[src/common/uart_defs.svh]
// Register offsets, field positions, reset values and timing counts of the serial port.
`ifndef UART_DEFS_SVH
`define UART_DEFS_SVH

`define UART_ADDR_W 12
`define STA_OFFSET 12'h000
`define TXD_OFFSET 12'h004
`define RXD_OFFSET 12'h008
`define MODE_OFFSET 12'h00c
`define BAUD_OFFSET 12'h010

`define STA_AUTO_MATCH 24
`define STA_UNUSED_HI 31
`define STA_UNUSED_LO 25
`define STA_MATCH_HI 23
`define STA_MATCH_LO 16
`define STA_TXISEL_HI 15
`define STA_TXISEL_LO 14
`define STA_TXINV 13
`define STA_RXEN 12
`define STA_BRK 11
`define STA_TXEN 10
`define STA_TXBF 9
`define STA_TX_ALL_EMPTY 8
`define STA_RXISEL_HI 7
`define STA_RXISEL_LO 6
`define STA_NINE 5
`define STA_RECEIVER_IDLE 4
`define STA_PARITY_ERROR_FLAG 3
`define STA_FRAMING_ERROR_FLAG 2
`define STA_OVERRUN_FLAG 1
`define STA_RX_DATA_AVAILABLE 0

`define MODE_ON 15
`define MODE_IR 12

`define TXISEL_FREE 2'b00
`define TXISEL_DONE 2'b01
`define TXISEL_EMPTY 2'b10
`define TXISEL_RSVD 2'b11

`define BAUD_RESET 16'h0000
`define TX_DEPTH 32
`define DATA_BITS 4'h8
`define BREAK_ZEROS 4'hc
`define SUB_LAST 4'hf
`define SUB_MID 4'h7
`define IR_PULSE_TICKS 4'h3

`endif

[src/common/uart_pkg.sv]
// Types shared by the serial port status and control logic.
package uart_pkg;

  typedef struct packed {
    logic auto_match;
    logic [7:0] match;
    logic [1:0] tx_isel;
    logic tx_inv;
    logic rx_en;
    logic tx_en;
    logic [1:0] rx_isel;
    logic nine_bit;
  } ctrl_t;

  typedef enum logic [1:0] {
    TX_IDLE = 2'b00,
    TX_START = 2'b01,
    TX_BITS = 2'b11,
    TX_STOP = 2'b10
  } tx_state_t;

  typedef enum logic [1:0] {
    RX_IDLE = 2'b00,
    RX_START = 2'b01,
    RX_BITS = 2'b11,
    RX_STOP = 2'b10
  } rx_state_t;

endpackage

[src/design/tx_fifo.sv]
// Flip-flop FIFO with valid and ready on both sides and a synchronous flush.
`timescale 1ns/1ns
module tx_fifo #(
  parameter int WIDTH = 8,
  parameter int DEPTH = 32
) (
  input wire logic pclk,
  input wire logic presetn,
  input wire logic flush,
  input wire logic in_valid,
  output logic in_ready,
  input wire logic [WIDTH-1:0] in_data,
  output logic out_valid,
  input wire logic out_ready,
  output logic [WIDTH-1:0] out_data,
  output logic [$clog2(DEPTH):0] count
);
  localparam int AW = $clog2(DEPTH);

  initial begin
    if (DEPTH < 2 || (1 << AW) != DEPTH) begin
      $error("tx_fifo depth must be a power of two of at least 2");
    end
  end

  logic [WIDTH-1:0] mem_q [DEPTH];
  logic [AW-1:0] wr_q;
  logic [AW-1:0] rd_q;
  logic [AW:0] cnt_q;
  wire push = in_valid & in_ready;
  wire pop = out_valid & out_ready;

  assign in_ready = (cnt_q != DEPTH[AW:0]) & ~flush;
  assign out_valid = (cnt_q != '0) & ~flush;
  assign out_data = mem_q[rd_q];
  assign count = cnt_q;

  always_ff @(posedge pclk) begin
    if (push) begin
      mem_q[wr_q] <= in_data;
    end
  end

  always_ff @(posedge pclk or negedge presetn) begin
    if (!presetn) begin
      wr_q <= '0;
      rd_q <= '0;
      cnt_q <= '0;
    end else if (flush) begin
      wr_q <= '0;
      rd_q <= '0;
      cnt_q <= '0;
    end else begin
      wr_q <= wr_q + AW'(push);
      rd_q <= rd_q + AW'(pop);
      cnt_q <= cnt_q + (AW+1)'(push) - (AW+1)'(pop);
    end
  end
endmodule

[src/design/uart_status_control.sv]
// Serial port with its combined status and control register, reached over APB.
//
// Functional notes
// - Auto match enable bit 24 turns automatic address detection on or off.
// - In auto match mode received characters are compared against match bits 23-16.
// - Transmit select 10 raises transmit interrupt while the transmit buffer is empty.
// - Transmit select 01 raises transmit interrupt once all characters are shifted out.
// - Transmit select 00 raises transmit interrupt while the buffer has a free slot.
// - Without infrared, transmit pin idles low when invert is 1, else high.
// - With infrared, encoded transmit output idles high when invert is 1, else low.
// - Receiver enable with module on owns the receive pin; otherwise pin is ignored.
// - Break request sends start, twelve zeros, stop, then hardware clears the request.
// - Clearing transmit enable aborts, flushes the buffer and releases the transmit pin.
// - Buffer full flag reads 1 when the buffer holds TX_DEPTH characters; it reads 0 while transmit enable is clear.
// - Transmitter empty flag is 1 only with shifter and buffer empty; resets to 1.
// - Status bits 31 to 25 always read zero.
//
// The implementer's own choices: the APB register port and the register addresses.
`timescale 1ns/1ns
`include "uart_defs.svh"
module uart_status_control #(
  parameter int TX_DEPTH = `TX_DEPTH
) (
  input wire logic pclk,
  input wire logic presetn,
  input wire logic [`UART_ADDR_W-1:0] paddr,
  input wire logic psel,
  input wire logic penable,
  input wire logic pwrite,
  input wire logic [31:0] pwdata,
  output logic [31:0] prdata,
  output logic pready,
  output logic pslverr,
  input wire logic rx_pin_in,
  output logic rx_pin_owned,
  output logic tx_pin_out,
  output logic tx_pin_oe_n,
  output logic tx_irq,
  output logic rx_irq,
  output logic auto_match_active
);
  initial begin
    if (TX_DEPTH < 2) begin
      $error("transmit buffer depth must be at least 2");
    end
  end

  localparam int CW = $clog2(TX_DEPTH) + 1;

  ////////////////////////////////////////////////////////////////////////////
  // Register bus.

  uart_pkg::ctrl_t ctrl_q;
  logic brk_q;
  logic on_q;
  logic ir_q;
  logic [15:0] baud_q;
  logic [31:0] prdata_q;
  logic [7:0] rx_data_q;
  logic avail_q;
  logic framing_error_flag_q;
  logic overrun_flag_q;
  logic locked_q;

  wire acc = psel & penable;
  wire wr = acc & pwrite;
  wire sel_sta = paddr == `STA_OFFSET;
  wire sel_txd = paddr == `TXD_OFFSET;
  wire sel_rxd = paddr == `RXD_OFFSET;
  wire sel_mode = paddr == `MODE_OFFSET;
  wire sel_baud = paddr == `BAUD_OFFSET;
  wire hit = sel_sta | sel_txd | sel_rxd | sel_mode | sel_baud;
  wire sta_wr = wr & sel_sta;
  wire txd_wr = wr & sel_txd;
  wire rxd_rd = acc & ~pwrite & sel_rxd;

  assign pready = 1'b1;
  assign pslverr = acc & ~hit;
  assign prdata = prdata_q;

  logic [CW-1:0] fifo_count;
  logic fifo_in_ready;
  logic fifo_out_valid;
  logic fifo_out_ready;
  logic [7:0] fifo_out_data;
  uart_pkg::tx_state_t tx_state_q;
  uart_pkg::rx_state_t rx_state_q;

  // Counted rather than taken from the buffer's ready, so a disabled transmitter never reads as full.
  wire tx_buffer_full = fifo_count == CW'(TX_DEPTH);
  wire tx_all_empty = (tx_state_q == uart_pkg::TX_IDLE) & ~fifo_out_valid;
  wire receiver_idle = rx_state_q == uart_pkg::RX_IDLE;

  wire [31:0] sta_rd = {7'h00, ctrl_q.auto_match, ctrl_q.match, ctrl_q.tx_isel, ctrl_q.tx_inv,
                        ctrl_q.rx_en, brk_q, ctrl_q.tx_en, tx_buffer_full, tx_all_empty,
                        ctrl_q.rx_isel, ctrl_q.nine_bit, receiver_idle, 1'b0, framing_error_flag_q, overrun_flag_q, avail_q};
  wire [31:0] rd_mux = sel_sta ? sta_rd :
                       sel_rxd ? {24'h000000, rx_data_q} :
                       sel_mode ? {16'h0000, on_q, 2'b00, ir_q, 12'h000} :
                       sel_baud ? {16'h0000, baud_q} : 32'h00000000;

  always_ff @(posedge pclk or negedge presetn) begin
    if (!presetn) begin
      prdata_q <= 32'h00000000;
    end else if (psel & ~penable & ~pwrite) begin
      prdata_q <= rd_mux;
    end
  end

  always_ff @(posedge pclk or negedge presetn) begin
    if (!presetn) begin
      ctrl_q <= '0;
      on_q <= 1'b0;
      ir_q <= 1'b0;
      baud_q <= `BAUD_RESET;
    end else begin
      if (sta_wr) begin
        ctrl_q <= {pwdata[`STA_AUTO_MATCH], pwdata[`STA_MATCH_HI:`STA_MATCH_LO],
                   pwdata[`STA_TXISEL_HI:`STA_TXISEL_LO], pwdata[`STA_TXINV], pwdata[`STA_RXEN],
                   pwdata[`STA_TXEN], pwdata[`STA_RXISEL_HI:`STA_RXISEL_LO], pwdata[`STA_NINE]};
      end
      if (wr & sel_mode) begin
        on_q <= pwdata[`MODE_ON];
        ir_q <= pwdata[`MODE_IR];
      end
      if (wr & sel_baud) begin
        baud_q <= pwdata[15:0];
      end
    end
  end

  ////////////////////////////////////////////////////////////////////////////
  // Baud divider and transmit buffer.

  logic [15:0] div_q;
  wire tick = on_q & (div_q == baud_q);
  wire tx_run = on_q & ctrl_q.tx_en;
  wire flush = ~ctrl_q.tx_en;

  always_ff @(posedge pclk or negedge presetn) begin
    if (!presetn) begin
      div_q <= 16'h0000;
    end else begin
      div_q <= (tick | ~on_q) ? 16'h0000 : div_q + 16'h0001;
    end
  end

  tx_fifo #(.WIDTH(8), .DEPTH(TX_DEPTH)) u_fifo (
    .pclk(pclk),
    .presetn(presetn),
    .flush(flush),
    .in_valid(txd_wr),
    .in_ready(fifo_in_ready),
    .in_data(pwdata[7:0]),
    .out_valid(fifo_out_valid),
    .out_ready(fifo_out_ready),
    .out_data(fifo_out_data),
    .count(fifo_count)
  );

  ////////////////////////////////////////////////////////////////////////////
  // Transmitter.

  logic [3:0] tx_sub_q;
  logic [3:0] tx_bit_q;
  logic [7:0] tx_shift_q;
  logic tx_is_brk_q;
  logic tx_out_q;

  wire tx_idle = tx_state_q == uart_pkg::TX_IDLE;
  wire sub_end = tick & (tx_sub_q == `SUB_LAST);
  wire start_brk = tx_run & tx_idle & tick & brk_q;
  assign fifo_out_ready = tx_run & tx_idle & tick & ~brk_q;
  wire start_chr = fifo_out_ready & fifo_out_valid;
  wire [3:0] bit_last = tx_is_brk_q ? `BREAK_ZEROS - 4'h1 : `DATA_BITS - 4'h1;
  wire brk_done = tx_is_brk_q & (tx_state_q == uart_pkg::TX_STOP) & sub_end;
  wire line_bit = (tx_state_q == uart_pkg::TX_BITS) ? tx_shift_q[0] :
                  (tx_state_q == uart_pkg::TX_START) ? 1'b0 : 1'b1;
  wire ir_level = ctrl_q.tx_inv ^ (~line_bit & ~tx_idle & (tx_sub_q < `IR_PULSE_TICKS));
  wire plain_level = line_bit ^ ctrl_q.tx_inv;

  always_ff @(posedge pclk or negedge presetn) begin
    if (!presetn) begin
      tx_state_q <= uart_pkg::TX_IDLE;
      tx_sub_q <= 4'h0;
      tx_bit_q <= 4'h0;
      tx_shift_q <= 8'h00;
      tx_is_brk_q <= 1'b0;
    end else if (~tx_run) begin
      tx_state_q <= uart_pkg::TX_IDLE;
      tx_sub_q <= 4'h0;
    end else begin
      if (tick & ~tx_idle) begin
        tx_sub_q <= tx_sub_q + 4'h1;
      end
      case (tx_state_q)
        uart_pkg::TX_IDLE: begin
          if (start_brk | start_chr) begin
            tx_state_q <= uart_pkg::TX_START;
            tx_shift_q <= start_brk ? 8'h00 : fifo_out_data;
            tx_is_brk_q <= start_brk;
            tx_sub_q <= 4'h0;
          end
        end
        uart_pkg::TX_START: begin
          if (sub_end) begin
            tx_state_q <= uart_pkg::TX_BITS;
            tx_bit_q <= 4'h0;
          end
        end
        uart_pkg::TX_BITS: begin
          if (sub_end) begin
            tx_shift_q <= {1'b0, tx_shift_q[7:1]};
            tx_bit_q <= tx_bit_q + 4'h1;
            if (tx_bit_q == bit_last) begin
              tx_state_q <= uart_pkg::TX_STOP;
            end
          end
        end
        uart_pkg::TX_STOP: begin
          if (sub_end) begin
            tx_state_q <= uart_pkg::TX_IDLE;
          end
        end
        default: tx_state_q <= uart_pkg::TX_IDLE;
      endcase
    end
  end

  always_ff @(posedge pclk or negedge presetn) begin
    if (!presetn) begin
      brk_q <= 1'b0;
      tx_out_q <= 1'b1;
    end else begin
      // A request written in the cycle the previous break completes is kept.
      brk_q <= sta_wr ? pwdata[`STA_BRK] : (brk_q & ~brk_done);
      tx_out_q <= ir_q ? ir_level : plain_level;
    end
  end

  assign tx_pin_out = tx_out_q;
  assign tx_pin_oe_n = ~tx_run;

  // The reserved select drives no interrupt rather than an undefined condition.
  assign tx_irq = (ctrl_q.tx_isel == `TXISEL_EMPTY) ? ~fifo_out_valid :
                  (ctrl_q.tx_isel == `TXISEL_DONE) ? tx_all_empty :
                  (ctrl_q.tx_isel == `TXISEL_FREE) ? ~tx_buffer_full : 1'b0;

  ////////////////////////////////////////////////////////////////////////////
  // Receiver.

  logic rx_s1_q;
  logic rx_s2_q;
  logic [3:0] rx_sub_q;
  logic [3:0] rx_bit_q;
  logic [7:0] rx_shift_q;

  wire rx_run = on_q & ctrl_q.rx_en;
  wire rx_sub_end = tick & (rx_sub_q == `SUB_LAST);
  wire char_done = (rx_state_q == uart_pkg::RX_STOP) & rx_sub_end;
  wire is_match = rx_shift_q == ctrl_q.match;
  wire accept = char_done & (~ctrl_q.auto_match | locked_q | is_match);
  assign rx_pin_owned = rx_run;
  assign rx_irq = avail_q;
  assign auto_match_active = ctrl_q.auto_match & on_q;

  always_ff @(posedge pclk or negedge presetn) begin
    if (!presetn) begin
      rx_s1_q <= 1'b1;
      rx_s2_q <= 1'b1;
    end else begin
      rx_s1_q <= rx_pin_in;
      rx_s2_q <= rx_s1_q;
    end
  end

  always_ff @(posedge pclk or negedge presetn) begin
    if (!presetn) begin
      rx_state_q <= uart_pkg::RX_IDLE;
      rx_sub_q <= 4'h0;
      rx_bit_q <= 4'h0;
      rx_shift_q <= 8'h00;
    end else if (~rx_run) begin
      rx_state_q <= uart_pkg::RX_IDLE;
      rx_sub_q <= 4'h0;
    end else if (tick) begin
      rx_sub_q <= rx_sub_q + 4'h1;
      case (rx_state_q)
        uart_pkg::RX_IDLE: begin
          rx_sub_q <= 4'h0;
          if (~rx_s2_q) begin
            rx_state_q <= uart_pkg::RX_START;
          end
        end
        uart_pkg::RX_START: begin
          if (rx_sub_q == `SUB_MID) begin
            rx_sub_q <= 4'h0;
            rx_bit_q <= 4'h0;
            rx_state_q <= rx_s2_q ? uart_pkg::RX_IDLE : uart_pkg::RX_BITS;
          end
        end
        uart_pkg::RX_BITS: begin
          if (rx_sub_end) begin
            rx_shift_q <= {rx_s2_q, rx_shift_q[7:1]};
            rx_bit_q <= rx_bit_q + 4'h1;
            if (rx_bit_q == `DATA_BITS - 4'h1) begin
              rx_state_q <= uart_pkg::RX_STOP;
            end
          end
        end
        uart_pkg::RX_STOP: begin
          if (rx_sub_end) begin
            rx_state_q <= uart_pkg::RX_IDLE;
          end
        end
        default: rx_state_q <= uart_pkg::RX_IDLE;
      endcase
    end
  end

  // The holding register is one deep, so a character that finds it full is lost.
  always_ff @(posedge pclk or negedge presetn) begin
    if (!presetn) begin
      rx_data_q <= 8'h00;
      avail_q <= 1'b0;
      framing_error_flag_q <= 1'b0;
      overrun_flag_q <= 1'b0;
      locked_q <= 1'b0;
    end else begin
      if (accept & (~avail_q | rxd_rd)) begin
        rx_data_q <= rx_shift_q;
        framing_error_flag_q <= ~rx_s2_q;
      end
      avail_q <= (accept & (~avail_q | rxd_rd)) | (avail_q & ~rxd_rd);
      overrun_flag_q <= (accept & avail_q & ~rxd_rd) | (overrun_flag_q & ~(sta_wr & ~pwdata[`STA_OVERRUN_FLAG]));
      locked_q <= ctrl_q.auto_match & (locked_q | (char_done & is_match));
    end
  end
endmodule

[config.mk]
export PLATFORM = sky130hd
export DESIGN_NAME = uart_status_control
export DESIGN_NICKNAME = d
export VERILOG_FILES = /design/src/common/uart_pkg.sv /design/src/design/tx_fifo.sv /design/src/design/uart_status_control.sv
export VERILOG_INCLUDE_DIRS = /design/src /design/src/common
export SDC_FILE = /design/constraint.sdc
export NUM_CORES = 1
export LEC_CHECK = 0
export ABC_AREA = 1
export BUFFER_PORTS_ARGS = -buffer_cell sky130_fd_sc_hd__buf_2
export CELL_PAD_IN_SITES_DETAIL_PLACEMENT = 0
export CELL_PAD_IN_SITES_GLOBAL_PLACEMENT = 1
export CORE_ASPECT_RATIO = 1.4
export CORE_UTILIZATION = 45
export CTS_BUF_LIST = sky130_fd_sc_hd__clkbuf_4 sky130_fd_sc_hd__clkbuf_8
export DETAILED_ROUTE_END_ITERATION = 8
export GPL_ROUTABILITY_DRIVEN = 1
export PLACE_DENSITY_LB_ADDON = 0.1
export SLEW_MARGIN = 40
export SYNTH_ARGS = -nofsm -noshare
export SYNTH_HDL_FRONTEND = slang
export SYNTH_HIERARCHICAL = 1
export SYNTH_SLANG_ARGS = --single-unit
[constraint.sdc]
create_clock -name pclk -period 2.4 [get_ports pclk]
set_input_delay 0.24 -clock pclk [delete_from_list [all_inputs] [get_ports pclk]]
set_output_delay 0.24 -clock pclk [all_outputs]
set_load 0.05 [all_outputs]
# Word level (Yosys, flattened, before mapping)
# Memory sizes are Yosys's and may differ from the RTL's.
# Cells that the tools add are included.
[word_totals]
regBits = 152
mem_bits_rw = 256
input_bits = 50
output_inout_bits = 40
wordCells = 222
memories = 1
[mem_list]
columns = ["name", "words", "word_bits", "rd", "rd_clocked_by_memory_dff", "wr", "line", "source"]
rows = [
  ["u_fifo.mem_q", 32, 8, 1, 0, 1, "tx_fifo.sv:26", "logic [WIDTH-1:0] mem_q [DEPTH];"],
]
[op_classes]
addsub = 9
n_lt_le_gt_ge = 1
n_eq_ne = 37
muxes = 52
n_bitwise = 73
reduce_logical = 15
[op_table]
columns = ["operator", "count"]
rows = [
  ["$mux W16", 4],
  ["$mux W4", 12],
  ["$and A1 B1 Y1", 42],
  ["$mux W2", 14],
  ["$mux W25", 1],
  ["$eq A12 B4 Y1 const B", 2],
  ["$mux W8", 3],
  ["$ne A3 B3 Y1 const B", 8],
  ["$pmux W4 S2", 3],
  ["$not A1 Y1", 17],
  ["$add A16 B1 Y16 const B", 1],
  ["$add A4 B1 Y4 const B", 4],
  ["$eq A16 B16 Y1", 1],
  ["$pmux W2 S4", 2],
  ["$pmux W8 S2", 1],
  ["$eq A12 B3 Y1 const B", 1],
  ["$eq A12 B5 Y1 const B", 1],
  ["$logic_not A12 Y1", 1],
  ["$or A1 B1 Y1", 12],
  ["$reduce_and A4 Y1", 3],
  ["$add A5 B1 Y5", 2],
  ["$eq A2 B2 Y1 const B", 5],
  ["$mux W5", 2],
  ["$reduce_and A5 Y1", 2],
  ["21 further kinds", 43],
]

# Logic depth before layout (Yosys ltp)
[logic_depth]
word_depth = 9
ltp_mapped = 19
mapped_depth_nobuf = 19

# Cells and area by module
# The synthesis kept the hierarchy.
[modules_own_cells]
columns = ["mod", "instances", "cells_each", "area_each_um2", "seq_area_each_um2"]
rows = [
  ["tx_fifo", 1, 1025, 11559.8, 8087.8],
  ["uart_status_control", 1, 855, 6771.5, 3231.8],
]

# Least setup slack after synthesis
# Ideal clock, no wire load.
[synth_timing]
path_type = "flip-flop to flip-flop"
start = "register on_q"
end = "register u_fifo.cnt_q[4] (netlist: u_fifo/count[4])"
setup_time_ns = 0.121
t_arrival_ns = 2.719
t_required_ns = 2.279
path_slack_ns = -0.439
path_stages_with_launch = 17
path_buffers = 1
period_less_slack_ns = 2.839
path_cell_list = "dfrtp_1 buf_2 nand2_1 nor2_1 inv_1 nor3_1 inv_1 nor2_1 ha_1 inv_1 ha_1 fa_1 nand2_1 nand2_1 a21oi_1 xor2_1 nor2_1"
[synth_between]
elab_chain_cells = 7
word_cells_on_any_way = 8
cone_classes = "add/sub: 1; mux: 1; bitwise: 6"
[synth_rtl]
columns = ["element", "line", "source"]
rows = [
  ["from (decl)", "uart_status_control.sv:55", "logic on_q;"],
  ["from (signal assigned)", "uart_status_control.sv:123", "on_q <= pwdata[`MODE_ON];"],
  ["$and A1 B1 Y1", "uart_status_control.sv:137", "wire tx_run = on_q & ctrl_q.tx_en;"],
  ["$and A1 B1 Y1", "uart_status_control.sv:173", "assign fifo_out_ready = tx_run & tx_idle & tick & ~brk_q;"],
  ["$and A1 B1 Y1 (*) (2 in a row)", "uart_status_control.sv:173", ""],
  ["via fifo_out_ready", "uart_status_control.sv:84", "logic fifo_out_ready;"],
  ["$and A1 B1 Y1 (*)", "tx_fifo.sv:31", "wire pop = out_valid & out_ready;"],
  ["$sub A6 B1 Y6 (*)", "tx_fifo.sv:56", "cnt_q <= cnt_q + (AW+1)'(push) - (AW+1)'(pop);"],
  ["$mux W6 (*)", "tx_fifo.sv:49", "end else if (flush) begin"],
  ["to (signal assigned)", "tx_fifo.sv:56", ""],
  ["to (decl)", "tx_fifo.sv:29", "logic [AW:0] cnt_q;"],
]
# Mark *: on every way through the listed nets, which the timed path passes. The rest lies on a longest branch.
# A chain may end at the register's enable or synchronous reset.

# Final worst setup path
[layout_timing]
start = "register baud_q[6]"
end = "register u_fifo.cnt_q[4] (netlist: u_fifo/count[4])"
[layout_between]
elab_chain_cells = 7
[layout_rtl]
columns = ["element", "line", "source"]
rows = [
  ["from (decl)", "uart_status_control.sv:57", "logic [15:0] baud_q;"],
  ["from (signal assigned)", "uart_status_control.sv:115", "baud_q <= `BAUD_RESET;"],
  ["from (signal assigned)", "uart_status_control.sv:127", "baud_q <= pwdata[15:0];"],
  ["$eq A16 B16 Y1", "uart_status_control.sv:136", "wire tick = on_q & (div_q == baud_q);"],
  ["$and A1 B1 Y1", "uart_status_control.sv:136", ""],
  ["$and A1 B1 Y1 (2 in a row)", "uart_status_control.sv:173", ""],
  ["via fifo_out_ready", "uart_status_control.sv:84", ""],
  ["$and A1 B1 Y1", "tx_fifo.sv:31", ""],
  ["$sub A6 B1 Y6", "tx_fifo.sv:56", ""],
  ["$mux W6", "tx_fifo.sv:49", ""],
]
# The timed path passes the listed nets, and every way through them passes these cells.

==> impl_metrics.yaml <==
status:
  outcome: "finished, violations left"
  violations: "design-rule violations, negative setup slack"
worst_hold_path:
  hold_depth: 5
  hp-class: "input port to register"
  min_from: "pwrite"
  min_to: "ir_q"
placement:
  hpwl_um: 32000
  gp_congestion: 0.888
  pre_cts_slack_ps: -481
  io_buffers: 74
  dp_cells: 2566
  place_area_um2: 20100
synthesis:
  syn_avg_cell_area_um2: 9.75
  netlist_area_um2: 18300
  synth_warnings: 6
  netlist_instances: 1879
die:
  die_h_um: 241
  start_util_pct: 45.6
  rows: 87
  core_um2: 40200
  ios: 90
  die_w_um: 173
  dieArea_um2: 41500
timing:
  slew_violations: 0
  slew_headroom_pct: 46.3
  hold_viol_final: 0
  min_period_ps: 2580
  tightestPinTransition_ps: 806
  whs_ps: 133
  rsz0062_at_grt: "yes"
  max_freq_mhz: 387
  fin_ws_ps: -183
  final_min_period_over_clock_period_pct: 108
  skew_ps: 28.4
  setup_viol: 4
critical_path:
  max_stage_delay_ps: 370
  path_class: "register to register"
  crit_fanout: 3
  crit_chain: "inv_1 -> nand2_1 -> nand2_1 -> nor2_2 -> nand2_1 -> nor2_4 -> nand2_2 -> nor3_2 -> inv_1 -> nor2_2 -> ha_1 -> inv_2 -> ha_4 -> fa_2 -> nand2_1 -> nand2_1 -> a21oi_2 -> xor2_1 -> nor2_1"
  worstRegToRegCells: 19
  cp-end-kind: "register"
  crit_start: "baud_q[6]"
  r2r_slack_ps: -180
  cpMaxStageDelayCell: "dfrtp_1"
  r2r_start: "baud_q[6]"
  worst_ep_arrival_time_ps: 3090
  cp_common_cell: "nand2_1"
  crit_path_start_kind: "register"
  worstPathRequired_ps: 2900
  r2r-end: "u_fifo/count[4]"
drt:
  avgViaCountPerCell: 5.08
  final_antenna_net_count: 0
  vias: 13800
  drt-total-wl_um: 47400
  drt_first_pass_iters: 7
  wire_per_inst_um: 17.4
  first_iter_violations: 752
  remaining_drc_errors: 2
finish:
  fillCellCount: 3682
  design_area_um2: 21900
  area_delta_synth_final_pct: 19.5
  drive_above_1_share_pct: 19.7
  final_cell_mix: "nand2_1, edfxtp_1, nand3_1"
  fin_util_pct: 54.5
  final_common_cell: "nand2_1"
  fin_cells: 2719
  fin_nets: 2204
clock_network:
  clkSinkCount: 401
  cts_max_level: 2
  ctsRootBufferMaster: "clkbuf_8"
  insertion_delay_ps: 620
  cts_buffers: 61
  cts_tree: "built"
  clk_pin_slew_ps: 70
  ctsLongestPathBuffers: 3
run:
  drv_cap: 0
grt:
  antenna_found_initial: 1
  use_met3_pct: 2.71
  grt_pass1_vias: 13800
  use_met1_pct: 25.8
  grt_max_degree: 77
  met2_usage_pct: 44.2
  grt_usage_pct: 23.1
  busiest_layer: "met2"
  grt.overflow.total: 0
  grt_pass1_wl_um: 74600
power:
  irDropWorstVdd_mv: 0.406
  p_leak_nw: 9.35
  p_per_area_nw_per_um2: 622
## worst max path at each step
stage | slack [ps] | cells past startpoint | endpoint
after detailed placement | -480 | 17 | u_fifo/count[4]
after global routing | -450 | 19 | u_fifo/count[4]
after global placement | -440 | 17 | u_fifo/count[4]
final | -180 | 19 | u_fifo/count[4]
after floorplan | -190 | 19 | u_fifo/count[4]
after CTS | -210 | 9 | tx_irq
## power by group
group / switching (mW) / total, mW / internal [mW]
combinational: 0.247 / 0.331 / 0.0835
sequential: 0.00695 / 7.38 / 7.38
clock: 2.64 / 5.90 / 3.26
total: 2.90 / 13.6 / 10.7
## critical path: cells and delay by family, from the launching register on
| kind | cells | cell delay (ps) |
|---|---|---|
| xor gates and xnor gates | 1 | 150 |
| buffers and inverters | 3 | 180 |
| DFF | 1 | 370 |
| AOI/OAI and AO/OA | 1 | 150 |
| and+or+nand+nor | 11 | 950 |
| adders and majority gates | 3 | 650 |
## state kept, by name, indices dropped and copies added, names as in the netlist, 5 cells and up
signal / flops
u_fifo/mem_q: 256
div_q: 16
ctrl_q: 17
u_fifo/rd_q: 5
rx_shift_q: 8
prdata: 25
u_fifo/count: 6
rx_data_q: 8
tx_shift_q: 8
baud_q: 16
u_fifo/wr_q: 5
## per-layer routing
metal	part of all wire (%)	wire [um]	vias to the layer above
li1	-	-	6822
met1	39	18500	6609
met2	54	25400	283
met3	3.2	1510	101
met4	4.2	1970	0
met5	0	0	-
## per-stage QoR
| step | setup TNS [ps] | power [mW] |
|---|---|---|
| floorplan | -186 | 7.63 |
| global placement | -783 | 7.83 |
| detailed placement | -1110 | 7.84 |
| CTS | -603 | 13.8 |
| global route | -1970 | 14.1 |
| finish | -391 | 13.6 |
## timing repair
action / in CTS / in global routing
endpoints found under the setup margin: 6 / 18
pin swaps: 12 / 15
gates resized for setup: 22 / 17
buffers inserted: 10 / 11
hold buffers: 19 / 0
endpoints found under the hold margin: 105 / 0
## final cells by class
class                   instances  area (um^2)  area share (%)
well taps                     534          668            3.05
clock inverters                31          240            1.10
clock buffers                  81         1050            4.78
flip-flops and latches        401        11300            51.7
multi-input cells            1263         6060            27.7
inverters                     137          515            2.35
diodes                          1         2.50          0.0114
repair buffers                271         2030            9.29
(Power assumes the default switching activity.)
